$ cat config.mk
export PLATFORM = sky130hd
export DESIGN_NAME = fws_sequencer
export DESIGN_NICKNAME = d
export VERILOG_FILES = /design/src/fws_op_timer.v /design/src/fws_sequencer.v
export VERILOG_INCLUDE_DIRS = /design/src
export SDC_FILE = /design/constraint.sdc
export NUM_CORES = 1
export LEC_CHECK = 0
export ABC_AREA = 1
export BUFFER_PORTS_ARGS = -buffer_cell sky130_fd_sc_hd__buf_2
export CAP_MARGIN = 40
export CELL_PAD_IN_SITES_DETAIL_PLACEMENT = 1
export CELL_PAD_IN_SITES_GLOBAL_PLACEMENT = 1
export CORE_MARGIN = 1
export CORE_UTILIZATION = 50
export CTS_BUF_LIST = sky130_fd_sc_hd__clkbuf_4
export DETAILED_ROUTE_END_ITERATION = 7
export PLACE_DENSITY = 0.94
export RECOVER_POWER = 50
export SLEW_MARGIN = 40
export SYNTH_ARGS = -nofsm -noshare
export SYNTH_HDL_FRONTEND = slang
export SYNTH_SLANG_ARGS = --single-unit
$ cat constraint.sdc
create_clock -name i_ref_clk -period 6 [get_ports i_ref_clk]
set_clock_uncertainty 0.05 [all_clocks]
set_input_delay 0.6 -clock i_ref_clk [delete_from_list [all_inputs] [get_ports i_ref_clk]]
set_output_delay 0.6 -clock i_ref_clk [all_outputs]
set_load 0.02 [all_outputs]
$ cat src/fws_map.vh
// register offsets, field positions, reset values and timing counts
// of the flash write sequencer; included by its design files only
`ifndef FWS_MAP_VH
`define FWS_MAP_VH

// register indices on the 4-bit word address of the register port
`define FWS_A_CTRL0L  4'h0
`define FWS_A_CTRL0H  4'h1
`define FWS_A_SSEL_L  4'h2
`define FWS_A_SSEL_H  4'h3
`define FWS_A_ADDR_L  4'h4
`define FWS_A_ADDR_H  4'h5
`define FWS_A_D0_L    4'h6
`define FWS_A_D0_H    4'h7
`define FWS_A_D1_L    4'h8
`define FWS_A_D1_H    4'h9
`define FWS_A_ERR     4'hA
`define FWS_A_UNLOCK  4'hB
`define FWS_A_NVWP    4'hC
`define FWS_A_VOLWP   4'hD
`define FWS_A_NVAP    4'hE
`define FWS_A_NVDIS   4'hF

// ctrl0_high fields
`define FWS_B_START   15
`define FWS_B_SUSPEND_BIT    14
`define FWS_B_WPG     13
`define FWS_B_DWORD_PROG_SELECT    12
`define FWS_B_SER     11
`define FWS_B_SPR     8
// select code {word_prog, dword_prog, erase, set_protect}
`define FWS_OP_WPG    4'h8
`define FWS_OP_DWORD_PROG_SELECT   4'h4
`define FWS_OP_SER    4'h2
`define FWS_OP_SPR    4'h1

`define FWS_B_ADDR2   2
`define FWS_B_RESUME_ERROR_FLAG   0
`define FWS_B_TEMP_ACCESS_UNLOCK    0
`define FWS_B_ACCESS_PROTECT_BIT    0

// set-protection targets
`define FWS_PA_HIGH   16'h0008
`define FWS_PA_WP     16'hDFB4
`define FWS_PA_AP     16'hDFB8
`define FWS_PA_DIS    16'hDFBC

`define FWS_NV_RESET  16'hFFFF
`define FWS_VOL_RESET 16'h0000

// operation times, all at a 10 ns clock
`define FWS_CLK_NS    10
`define FWS_WPROG_NS  20000
`define FWS_DPROG_NS  40000
`define FWS_SPR_NS    40000
`define FWS_ERASE_NS  1000000
`define FWS_WPROG_CYC ((`FWS_WPROG_NS + `FWS_CLK_NS - 1) / `FWS_CLK_NS)
`define FWS_DPROG_CYC ((`FWS_DPROG_NS + `FWS_CLK_NS - 1) / `FWS_CLK_NS)
`define FWS_SPR_CYC   ((`FWS_SPR_NS + `FWS_CLK_NS - 1) / `FWS_CLK_NS)
`define FWS_ERASE_CYC ((`FWS_ERASE_NS + `FWS_CLK_NS - 1) / `FWS_CLK_NS)

`endif

$ cat src/fws_op_timer.v
// pausable down-counter standing in for the flash array busy time
// assumes one clock; start, abort and pause are synchronous levels/pulses
`timescale 1ns/1ps
`default_nettype none
module fws_op_timer #(
  parameter CW = 20
) (
  input  wire          i_ref_clk,
  input  wire          i_resetn,
  input  wire          i_start,
  input  wire          i_abort,
  input  wire          i_pause,
  input  wire [CW-1:0] i_len,
  output wire          o_busy,
  output reg           o_done
);
  reg [CW-1:0] cnt_reg;

  assign o_busy = (cnt_reg != {CW{1'b0}});

  always @(posedge i_ref_clk or negedge i_resetn) begin
    if (!i_resetn) begin
      cnt_reg <= {CW{1'b0}};
      o_done  <= 1'b0;
    end else begin
      o_done <= 1'b0;
      if (i_abort) begin
        cnt_reg <= {CW{1'b0}};
      end else if (i_start) begin
        cnt_reg <= i_len;
      end else if (o_busy && !i_pause) begin
        cnt_reg <= cnt_reg - {{(CW-1){1'b0}}, 1'b1};
        if (cnt_reg == {{(CW-1){1'b0}}, 1'b1})
          o_done <= 1'b1;
      end
    end
  end
endmodule
`default_nettype wire

$ cat src/fws_sequencer.v
// flash write sequencer: control registers, operation select and
// start, suspend/resume, nested program in erase suspend, protection
// assumes synchronous inputs and a single-cycle register port
//
// Summary of operation
// - set-protection writing ones sets volatile write-unprotect bits
// - reset or set-protection writing zeros restores sector write protection (reset here also sets nvwp_reg to 0xFFFF, so no sector stays protected)
// - unprotect sets volatile bits only; non-volatile zeros stay zero
// - unlock bit accepts a one only from flash instruction fetches
// - reset or writing zero to unlock bit restores access protection (reset here also sets nvap_reg to 0xFFFF, so access is unprotected)
// - all control register writes are 16-bit words
// - double-word program ignores address bit two, even-word aligned
// - suspend bit suspends running program or erase
// - sector-select registers read zero once erase completed
// - resume with changed select bits aborts and flags resume error
// - program inside erase suspend cannot be suspended
// - erase resumes on erase-select then start bit
// - during nested program erase-select and suspend read zero
// - double-word program: select, address, four data halves, start
// - sector write protection set at address 0x0008/0xDFB4
// - access protection set at 0xDFB8 with data 0xFFFC
// - access protected only while access bit and unlock bit zero
// - clearing select bit before start cancels the operation
// - operation launches only on write of the start bit
//
// Decided for this implementation: strobed register access and the placing of the registers.
`timescale 1ns/1ps
`default_nettype none
`include "fws_map.vh"
module fws_sequencer #(
  parameter CW        = 20,
  parameter WPROG_CYC = `FWS_WPROG_CYC,
  parameter DPROG_CYC = `FWS_DPROG_CYC,
  parameter SPR_CYC   = `FWS_SPR_CYC,
  parameter ERASE_CYC = `FWS_ERASE_CYC
) (
  input  wire        i_ref_clk,
  input  wire        i_resetn,
  input  wire [3:0]  i_addr,
  input  wire [15:0] i_wdata,
  input  wire        i_wr,
  input  wire        i_rd,
  input  wire        i_fetch_from_flash,
  output reg  [15:0] o_rdata,
  output wire        o_busy,
  output wire        o_suspended,
  output wire        o_access_protected,
  output wire [15:0] o_sector_protected,
  output reg  [31:0] o_array_addr,
  output reg  [63:0] o_array_data
);
  localparam ST_IDLE = 3'b001;
  localparam ST_RUN  = 3'b010;
  localparam ST_SUSPEND_BIT = 3'b100;

  localparam [CW-1:0] LEN_WPROG = WPROG_CYC[CW-1:0];
  localparam [CW-1:0] LEN_DPROG = DPROG_CYC[CW-1:0];
  localparam [CW-1:0] LEN_SPR   = SPR_CYC[CW-1:0];
  localparam [CW-1:0] LEN_ERASE = ERASE_CYC[CW-1:0];

  reg [2:0]  state_reg;
  reg [3:0]  sel_reg;
  reg        start_reg;
  reg        suspend_bit_reg;
  reg [3:0]  op_reg;
  reg [3:0]  prog_op_reg;
  reg        nested_reg;
  reg [15:0] ssel_l_reg;
  reg [15:0] ssel_h_reg;
  reg [15:0] addr_l_reg;
  reg [15:0] addr_h_reg;
  reg [15:0] d0_l_reg;
  reg [15:0] d0_h_reg;
  reg [15:0] d1_l_reg;
  reg [15:0] d1_h_reg;
  reg        resume_error_flag_reg;
  reg        temp_access_unlock_reg;
  reg [15:0] nvwp_reg;
  reg [15:0] volwp_reg;
  reg [15:0] nvap_reg;
  reg [15:0] nvdis_reg;

  // decode of a write to ctrl0_high
  wire [3:0] sel_w   = {i_wdata[`FWS_B_WPG], i_wdata[`FWS_B_DWORD_PROG_SELECT],
                        i_wdata[`FWS_B_SER], i_wdata[`FWS_B_SPR]};
  wire       start_w = i_wdata[`FWS_B_START];
  wire       suspend_bit_w  = i_wdata[`FWS_B_SUSPEND_BIT];
  wire       sel_one = (sel_w == `FWS_OP_WPG) || (sel_w == `FWS_OP_DWORD_PROG_SELECT) ||
                       (sel_w == `FWS_OP_SER) || (sel_w == `FWS_OP_SPR);
  wire       sel_prog = (sel_w == `FWS_OP_WPG) || (sel_w == `FWS_OP_DWORD_PROG_SELECT);

  wire acc_prot = ~nvap_reg[`FWS_B_ACCESS_PROTECT_BIT] & ~temp_access_unlock_reg;
  // flash registers other than the unlock bit cannot be written while access protected
  wire wr_ok   = i_wr & ~acc_prot;
  wire wr_ctrl = wr_ok && (i_addr == `FWS_A_CTRL0H);
  // latched operands stay frozen while the array works
  wire wr_data = wr_ok && (state_reg != ST_RUN);

  wire [3:0] run_op = nested_reg ? prog_op_reg : op_reg;

  // program timer also serves set-protection; erase has its own so
  // a nested program can run while the erase count stays paused
  reg          p_start;
  reg          e_start;
  reg          abort;
  reg [CW-1:0] p_len;
  wire         p_done;
  wire         e_done;
  wire         p_busy;
  wire         e_busy;
  wire         p_pause = (state_reg == ST_SUSPEND_BIT);
  wire         e_pause = (state_reg != ST_RUN) | nested_reg;

  fws_op_timer #(.CW(CW)) u_prog_timer (
    .i_ref_clk (i_ref_clk),
    .i_resetn  (i_resetn),
    .i_start   (p_start),
    .i_abort   (abort),
    .i_pause   (p_pause),
    .i_len     (p_len),
    .o_busy    (p_busy),
    .o_done    (p_done)
  );

  fws_op_timer #(.CW(CW)) u_erase_timer (
    .i_ref_clk (i_ref_clk),
    .i_resetn  (i_resetn),
    .i_start   (e_start),
    .i_abort   (abort),
    .i_pause   (e_pause),
    .i_len     (LEN_ERASE),
    .o_busy    (e_busy),
    .o_done    (e_done)
  );

  // launch, resume and abort decisions for a ctrl0_high write
  reg launch;
  reg resume;
  reg nest;
  always @* begin
    launch = 1'b0;
    resume = 1'b0;
    nest   = 1'b0;
    abort  = 1'b0;
    if (wr_ctrl && start_w && !suspend_bit_w) begin
      case (state_reg)
        ST_IDLE: launch = sel_one;
        ST_SUSPEND_BIT: begin
          if (sel_w == op_reg)
            resume = 1'b1;
          else if (op_reg == `FWS_OP_SER && sel_prog)
            nest = 1'b1;
          else
            abort = 1'b1;
        end
        default: launch = 1'b0;
      endcase
    end
    p_start = (launch && sel_w != `FWS_OP_SER) || nest;
    e_start = launch && (sel_w == `FWS_OP_SER);
    case (sel_w)
      `FWS_OP_WPG:  p_len = LEN_WPROG;
      `FWS_OP_DWORD_PROG_SELECT: p_len = LEN_DPROG;
      default:      p_len = LEN_SPR;
    endcase
  end

  always @(posedge i_ref_clk or negedge i_resetn) begin
    if (!i_resetn) begin
      state_reg   <= ST_IDLE;
      sel_reg     <= 4'h0;
      start_reg   <= 1'b0;
      suspend_bit_reg    <= 1'b0;
      op_reg      <= 4'h0;
      prog_op_reg <= 4'h0;
      nested_reg  <= 1'b0;
      ssel_l_reg  <= 16'h0000;
      ssel_h_reg  <= 16'h0000;
      addr_l_reg  <= 16'h0000;
      addr_h_reg  <= 16'h0000;
      d0_l_reg    <= 16'h0000;
      d0_h_reg    <= 16'h0000;
      d1_l_reg    <= 16'h0000;
      d1_h_reg    <= 16'h0000;
      resume_error_flag_reg   <= 1'b0;
      temp_access_unlock_reg    <= 1'b0;
      nvwp_reg    <= `FWS_NV_RESET;
      volwp_reg   <= `FWS_VOL_RESET;
      nvap_reg    <= `FWS_NV_RESET;
      nvdis_reg   <= `FWS_NV_RESET;
      o_array_addr <= 32'h0000_0000;
      o_array_data <= 64'h0000_0000_0000_0000;
    end else begin
      // operand registers
      if (wr_data) begin
        case (i_addr)
          `FWS_A_SSEL_L: ssel_l_reg <= i_wdata;
          `FWS_A_SSEL_H: ssel_h_reg <= i_wdata;
          `FWS_A_ADDR_L: addr_l_reg <= i_wdata;
          `FWS_A_ADDR_H: addr_h_reg <= i_wdata;
          `FWS_A_D0_L:   d0_l_reg   <= i_wdata;
          `FWS_A_D0_H:   d0_h_reg   <= i_wdata;
          `FWS_A_D1_L:   d1_l_reg   <= i_wdata;
          `FWS_A_D1_H:   d1_h_reg   <= i_wdata;
          default:       d1_h_reg   <= d1_h_reg;
        endcase
      end
      // writing zero clears the resume error; a new error wins below
      if (wr_ok && i_addr == `FWS_A_ERR && !i_wdata[`FWS_B_RESUME_ERROR_FLAG])
        resume_error_flag_reg <= 1'b0;
      // unlock bit: clearing always allowed, setting only from flash
      if (i_wr && i_addr == `FWS_A_UNLOCK) begin
        if (!i_wdata[`FWS_B_TEMP_ACCESS_UNLOCK])
          temp_access_unlock_reg <= 1'b0;
        else if (i_fetch_from_flash)
          temp_access_unlock_reg <= 1'b1;
      end

      if (wr_ctrl) begin
        case (state_reg)
          ST_IDLE: begin
            sel_reg  <= sel_w;
            suspend_bit_reg <= suspend_bit_w;
          end
          ST_RUN: begin
            // nested program and set-protection are not suspendable
            if (suspend_bit_w && !nested_reg && op_reg != `FWS_OP_SPR) begin
              suspend_bit_reg  <= 1'b1;
              state_reg <= ST_SUSPEND_BIT;
            end
          end
          ST_SUSPEND_BIT: begin
            sel_reg  <= sel_w;
            suspend_bit_reg <= suspend_bit_w;
          end
          default: state_reg <= ST_IDLE;
        endcase
      end

      if (launch || nest) begin
        start_reg <= 1'b1;
        state_reg <= ST_RUN;
        o_array_addr <= {addr_h_reg, addr_l_reg};
        if (sel_w == `FWS_OP_DWORD_PROG_SELECT)
          o_array_addr[`FWS_B_ADDR2] <= 1'b0;
        o_array_data <= {d1_h_reg, d1_l_reg, d0_h_reg, d0_l_reg};
      end
      if (launch)
        op_reg <= sel_w;
      if (nest) begin
        nested_reg  <= 1'b1;
        prog_op_reg <= sel_w;
      end
      if (resume) begin
        start_reg <= 1'b1;
        state_reg <= ST_RUN;
      end
      if (abort) begin
        resume_error_flag_reg <= 1'b1;
        state_reg <= ST_IDLE;
        start_reg <= 1'b0;
        sel_reg   <= 4'h0;
        op_reg    <= 4'h0;
      end

      // completion of the program timer
      if (p_done) begin
        start_reg <= 1'b0;
        sel_reg   <= 4'h0;
        if (nested_reg) begin
          // erase still suspended, waits for erase-select and start
          nested_reg <= 1'b0;
          state_reg  <= ST_SUSPEND_BIT;
        end else begin
          state_reg <= ST_IDLE;
          op_reg    <= 4'h0;
        end
        if (run_op == `FWS_OP_SPR && addr_h_reg == `FWS_PA_HIGH) begin
          case (addr_l_reg)
            `FWS_PA_WP: begin
              volwp_reg <= d0_l_reg;
              nvwp_reg  <= nvwp_reg & d0_l_reg;
            end
            `FWS_PA_AP:  nvap_reg  <= nvap_reg & d0_l_reg;
            `FWS_PA_DIS: nvdis_reg <= nvdis_reg & d0_l_reg;
            default:     nvdis_reg <= nvdis_reg;
          endcase
        end
      end
      if (e_done) begin
        start_reg  <= 1'b0;
        sel_reg    <= 4'h0;
        op_reg     <= 4'h0;
        state_reg  <= ST_IDLE;
        ssel_l_reg <= 16'h0000;
        ssel_h_reg <= 16'h0000;
      end
    end
  end

  // read data in the cycle after the strobe; bits of the selection
  // that are not in force read back as zero
  always @(posedge i_ref_clk or negedge i_resetn) begin
    if (!i_resetn) begin
      o_rdata <= 16'h0000;
    end else if (i_rd) begin
      case (i_addr)
        `FWS_A_CTRL0H: begin
          o_rdata <= 16'h0000;
          o_rdata[`FWS_B_START] <= start_reg;
          o_rdata[`FWS_B_SUSPEND_BIT]  <= suspend_bit_reg & ~nested_reg;
          o_rdata[`FWS_B_WPG]   <= sel_reg[3];
          o_rdata[`FWS_B_DWORD_PROG_SELECT]  <= sel_reg[2];
          o_rdata[`FWS_B_SER]   <= sel_reg[1] & ~nested_reg;
          o_rdata[`FWS_B_SPR]   <= sel_reg[0];
        end
        `FWS_A_SSEL_L: o_rdata <= ssel_l_reg;
        `FWS_A_SSEL_H: o_rdata <= ssel_h_reg;
        `FWS_A_ADDR_L: o_rdata <= addr_l_reg;
        `FWS_A_ADDR_H: o_rdata <= addr_h_reg;
        `FWS_A_D0_L:   o_rdata <= d0_l_reg;
        `FWS_A_D0_H:   o_rdata <= d0_h_reg;
        `FWS_A_D1_L:   o_rdata <= d1_l_reg;
        `FWS_A_D1_H:   o_rdata <= d1_h_reg;
        `FWS_A_ERR:    o_rdata <= {15'h0000, resume_error_flag_reg};
        `FWS_A_UNLOCK: o_rdata <= {15'h0000, temp_access_unlock_reg};
        `FWS_A_NVWP:   o_rdata <= nvwp_reg;
        `FWS_A_VOLWP:  o_rdata <= volwp_reg;
        `FWS_A_NVAP:   o_rdata <= nvap_reg;
        `FWS_A_NVDIS:  o_rdata <= nvdis_reg;
        default:       o_rdata <= 16'h0000;
      endcase
    end
  end

  assign o_busy             = (state_reg == ST_RUN);
  assign o_suspended        = (state_reg == ST_SUSPEND_BIT);
  assign o_access_protected = acc_prot;
  // a sector is write protected when neither copy holds a one
  assign o_sector_protected = ~(nvwp_reg | volwp_reg);
endmodule
`default_nettype wire

; ---- Word level (Yosys, flattened, before mapping)
; Cells that the tools add are included.
[totals]
regBits = 366
inputBits = 25
out_inout_bits = 131
word_cells = 206
[op_classes]
n_reduce_logical = 54
n_mux = 70
n_bitwise = 14
addsub = 2
n_eq_ne = 38
[op_table]
columns = operator, count
row1 = $pmux 16 s15, 1
row2 = $mux 20, 6
row3 = $mux 16, 6
row4 = $and 16x16->16, 3
row5 = $eq 16x16->1 const B, 3
row6 = $mux 4, 11
row7 = $eq 20x1->1 const B, 2
row8 = $reduce_bool 20->1, 2
row9 = $sub 20x1->20 const B, 2
row10 = $eq 4x4->1 const B, 9
row11 = $mux 1, 35
row12 = $mux 3, 8
row13 = $eq 4x3->1 const B, 5
row14 = $reduce_and 2->1, 10
row15 = $eq 16x4->1 const B, 1
row16 = $eq 4x2->1 const B, 4
row17 = $not 16->16, 1
row18 = $or 16x16->16, 1
row19 = $logic_and 1x1->1, 15
row20 = $reduce_and 3->1, 5
row21 = $eq 4x1->1 const B, 3
row22 = $mux 12, 1
row23 = $reduce_bool 2->1, 5
row24 = $reduce_bool 4->1, 2
row25 = 21 further kinds, 37

; ---- Longest topological paths before layout
[logic_depth]
ltp_word = 14
ltp_mapped = 13

; ---- Modules after synthesis
; A second synthesis with hierarchy kept.
[unflattened]
hier_cells = 2227
hier_area_um2 = 17710.7
[modules_own_cells]
columns = mod, area_per_inst_um2, instances, cells_each
row1 = fws_sequencer, 14390.1, 1, 1719
row2 = fws_op_timer, 1660.3, 2, 254

; ---- Worst setup path after synthesis
; OpenSTA, ideal clock, no wires.
[synth_path]
path_kind = register to register
start = reg nvap_reg[0]
end = reg o_array_data[10]
slack_ps = 4019
arrival_ps = 1800
setup_ps = 130
n_path_buf = 2
path_stages_with_launch = 12
period_less_slack_ps = 1981
path_cell_list = dfstp_2 > nor2_1 > nor2_1 > nand3_4 > nor2_8 > nand2_2 > nand2_4 > inv_4 > buf_8 > buf_6 > nand2_1 > o21ai_1
[synth_between]
elab_chain_cells = 9
[synth_rtl]
columns = element, line_no
row1 = start: declaration, fws_sequencer.v:80  ; reg [15:0] nvap_reg;
row2 = start signal: assignment, fws_sequencer.v:189  ; nvap_reg <= `FWS_NV_RESET;
row3 = start signal: assignment, fws_sequencer.v:284  ; `FWS_PA_AP: nvap_reg <= nvap_reg & d0_l_reg;
row4 = $not 1->1 *, fws_sequencer.v:92  ; wire acc_prot = ~nvap_reg[`FWS_B_ACCESS_PROTECT_BIT] & ~temp_access_unlock_reg;
row5 = $and 1x1->1 *, fws_sequencer.v:92
row6 = net o_access_protected, fws_sequencer.v:47  ; output wire o_access_protected,
row7 = $not 1->1 *, fws_sequencer.v:94  ; wire wr_ok = i_wr & ~acc_prot;
row8 = $and 1x1->1 *, fws_sequencer.v:94
row9 = $logic_and 1x1->1 *, fws_sequencer.v:95  ; wire wr_ctrl = wr_ok && (i_addr == `FWS_A_CTRL0H);
row10 = $logic_and 1x1->1 * (2 in series), fws_sequencer.v:145  ; if (wr_ctrl && start_w && !suspend_bit_w) begin
row11 = $mux 1, fws_sequencer.v:145
row12 = $logic_or 1x1->1 *, fws_sequencer.v:240  ; if (launch || nest) begin
row13 = end signal: assignment, fws_sequencer.v:246  ; o_array_data <= {d1_h_reg, d1_l_reg, d0_h_reg, d0_l_reg};
row14 = end: declaration, fws_sequencer.v:50  ; output reg [63:0] o_array_data
; The timed path passes the listed nets; every way through them passes the cells marked *.
; A chain may end at the register's enable or synchronous reset.

==> impl_summary.md <==
Drt
The number of optimization iterations in the first detailed-route pass is 7. The count of nets left with antenna violations once routing finished came out at 0. For this block, the routed nets add up to 67880 um of wire. For this block, the via count after detailed routing is 16835. For this run, design rule violations remaining after detail routing come to 0. Dividing the detail-routed wire length by the instance count gives 24.34 um. The number of DRC markers after the initial detailed-route iteration is 1889. The via density per instance is 6.036.

Timing
The number of failing setup endpoints in the final timing report is 0. The final period utilization is 0.6179. For the pin with the worst max-slew slack, the measured transition is 2996 ps. The worst path needs 3708 ps of the cycle, external delays included. The final number of hold-violating endpoints is 0. The tightest slew margin relative to the limit is -0.9971.

Setup repair after global routing left no endpoint under its margin. The setup slack after layout is 2292 ps. The total count of max-transition violations in the final report is 168. The maximum clock rate is 269.7 MHz. The sum of negative setup slack is 0 ps.

Floorplan
The area of the die is 34680 um2. In this run the core area contains 67 standard-cell rows. Pin placement for this block handled 156 I/O pins. For this configuration, the core starts out at a cell density of 0.5073. From left edge to right edge, the die measures 186.2 um. The vertical die dimension is 186.2 um.

After floorplanning, the core was sized to cover 33450 um2.

Status
The final reports fail on max-capacitance violations, max-slew violations. The run finished, with violations left.

Layout
Summing all multi-input logic gate instances after layout gives 6406 um2. The register area is 9220 um2. Leaving out fill and tap cells, the most frequent cell in the layout is nand2_1. The number of fillers in the final layout is 4228. The register with the most flip-flops in the final layout is o_array_data. In the final layout, the share of cells above drive strength 1 is 0.1513. The area growth from synthesis to layout is 12.95%. In the layout the commonest cells are nand2_1, dfrtp_1, inv_1.

The final core utilization is 0.5730. The flip-flop count of the largest register, all copies and words added is 64. The net count of the finished layout is 2293.

The largest registers in the layout are o_array_data (64), o_array_addr (32).

GRT
The first global-routing pass estimated 102800 um of wire. The number of global-route vias before repair was 17679. The initial antenna violation count was 4. After global routing the overflow that remains totals 0.

Entering global routing, the biggest net connects 145 pins. Across every metal layer, demand over resource in global routing totals 0.4032.

Pwr
The switching fraction of total power is 0.3145. The power density relative to cell area is 297.7 nW/um2. The analysis attributes to net switching a power of 1.794 mW. Of the total power, registers draw 0.495. The cell-internal power is 3.911 mW. The relative contribution of combinational cells to total power is 0.108.

The leakage power summed over all cells is 9.344 nW. The worst ir drop on vdd is 182.2 uV. The share of total power dissipated in the clock network is 0.397.

Place
The count of buffers added on input and output ports is 155. OpenSTA, run right after detailed placement, puts the worst setup slack at 2655 ps. The placer congestion estimate is 0.9497.

Once detailed placement completed, the half-perimeter wirelength came to 43990 um.

Critical path
The worst setup path is of the primary input to asynchronous set/reset pin kind. The maximum fanout along the worst path is 109. The worst setup path is captured at an asynchronous set/reset pin. The startpoint type of the worst setup path is a primary input. The critical path contains buffers and inverters numbering 3 combined. The longest individual stage delay on the worst path is 2130 ps. The largest individual stage delay along the critical path comes from the cell clkbuf_2. Among cell families on the critical path, the largest total delay comes from buffers and inverters. The worst endpoint required time is 6200 ps. Walking the worst path, the cells encountered are dlygate4sd3_1 -> buf_8 -> clkbuf_2.

For the worst setup path, the data arrival time is 3910 ps.

CTS
In this run the deepest clock path goes through 3 buffers. The clock root buffer is clkbuf_4. The post-CTS setup-driven buffer insertion count is 0. The clock-pin transition on the worst setup and hold timing paths is 70 ps.

The CTS tree is yes. The clock latency at the later pin of the worst-skew pair is 830 ps. The CTS sink count is 366. Counting the buffers created by CTS gives 98.

The H-tree depth is 3.

Logic synthesis
For this run, asynchronously set or reset flops after synthesis account for 1.000. The count of flip-flops with a built-in enable after synthesis is 0. The share of synthesized area occupied by flip-flops and latches is 0.5434.

Counting distinct cell types in the post-synthesis netlist gives 47. The average footprint of a synthesized cell is 8.193 um2. The number of standard cells after synthesis is 2071. Synthesis inferred 366 register bits. The warning count from the yosys run is 0. The post-synthesis instance area is 16970 um2.

For this run, the leading register cell type out of synthesis is dfrtp_1. The number of nets handed over by synthesis was 2102.

Hold path
In this run the worst hold path is classified as primary input to register.

Flow run
Across the run, the number of max-cap violations was 2.
==> worst reg2reg max path: cells and delay by family, from the launching register on <==
kind,cells,cell delay [ps]
compound gates,1,70
simple gates,7,1780
buf+inv,2,690
flops,1,580
==> cells in the mapped netlist (4+ instances only) <==
master	count	area share
nand3_1	91	0.027
o22ai_1	36	0.013
ha_1	6	0.0044
dfrtp_1	317	0.47
or2_2	5	0.0018
nor2_2	4	0.0015
xor2_1	19	0.0098
buf_6	10	0.0066
o21ai_2	6	0.0031
o2111ai_1	4	0.0021
o21ai_0	166	0.049
o31ai_1	16	0.0071
a21oi_1	25	0.0074
inv_1	232	0.051
clkbuf_1	46	0.010
dfstp_2	49	0.076
buf_2	17	0.0050
nand2_1	610	0.13
nand3_2	4	0.0024
xnor2_1	5	0.0026
nor2_1	184	0.041
nand4_1	48	0.018
inv_2	7	0.0015
o21ai_1	83	0.024
nor3_1	45	0.013
==> power by group through the flow <==
stage,Sequential (mW),Combinational (mW),Clock (mW)
floorplan,2.80,0.307,0
global placement,2.83,0.522,0
detailed placement,2.85,0.570,0
CTS,2.81,0.596,2.27
global route,2.83,0.657,2.40
finish,2.83,0.614,2.27
==> final cells by class <==
type                    count  area share
inverters                 243     0.04825
flip-flops and latches    366      0.4811
multi-input cells        1384      0.3343
clock inverters            30    0.006137
clock buffers             147     0.05758
well taps                 448     0.02925
diodes                      2   0.0002611
repair buffers            169     0.04315
==> cells by family after synthesis <==
logic type                 count (synthesis)  share of synthesized area
AOI/OAI and AO/OA                        343                     0.1099
xor gates and xnor gates                  24                    0.01239
adders and majority gates                  6                   0.004424
buffers and inverters                    321                    0.07846
DFF                                      366                     0.5434
and+or+nand+nor                         1011                     0.2515
==> worst paths after layout <==
kind                       slack [ps]                startpoint                            to  cells after the start
max                              2290                  i_resetn      volwp_reg[0]$_DFFE_PN0P_                      3
min                                50                i_wdata[8]           op_reg[0]$_DFF_PN0_                      3
max reg2reg                      2700   nvap_reg[0]$_DFFE_PN1P_  o_array_addr[19]$_DFFE_PN0P_                     10
min reg2reg                       410  nvap_reg[15]$_DFFE_PN1P_      nvap_reg[15]$_DFFE_PN1P_                      2
max in group i_ref_clk           2700   nvap_reg[0]$_DFFE_PN1P_  o_array_addr[19]$_DFFE_PN0P_                     10
min in group asynchronous         310                  i_resetn  o_array_data[57]$_DFFE_PN0P_                      2
==> stage by stage <==
stage | instances | hold slack, ps | cell area, um2 | power (mW)
floorplan | 2071 | 254.4 | 16970 | 3.104
global placement | 2607 | 387.2 | 18020 | 3.350
detailed placement | 2608 | 393.8 | 18050 | 3.415
CTS | 2787 | 16.18 | 19290 | 5.681
global route | 2788 | 61.72 | 19160 | 5.884
finish | 2789 | 46.65 | 19160 | 5.706
==> timing repair <==
action                                 CTS  global route
endpoints found under the hold margin   55             0
hold buffers                             2             0
setup endpoints to repair                0             0
resized for setup                        0             0
==> routing by layer <==
layer / GRT usage / up-vias / routed length (um)
met5: 0 / - / 0
met4: 0.3092 / 0 / 5545
met3: 0.1258 / 337 / 7097
met2: 0.6385 / 1018 / 31110
met1: 0.4572 / 8372 / 24130
li1: - / 7108 / -
Note: power is estimated with default switching activity, not from simulation.
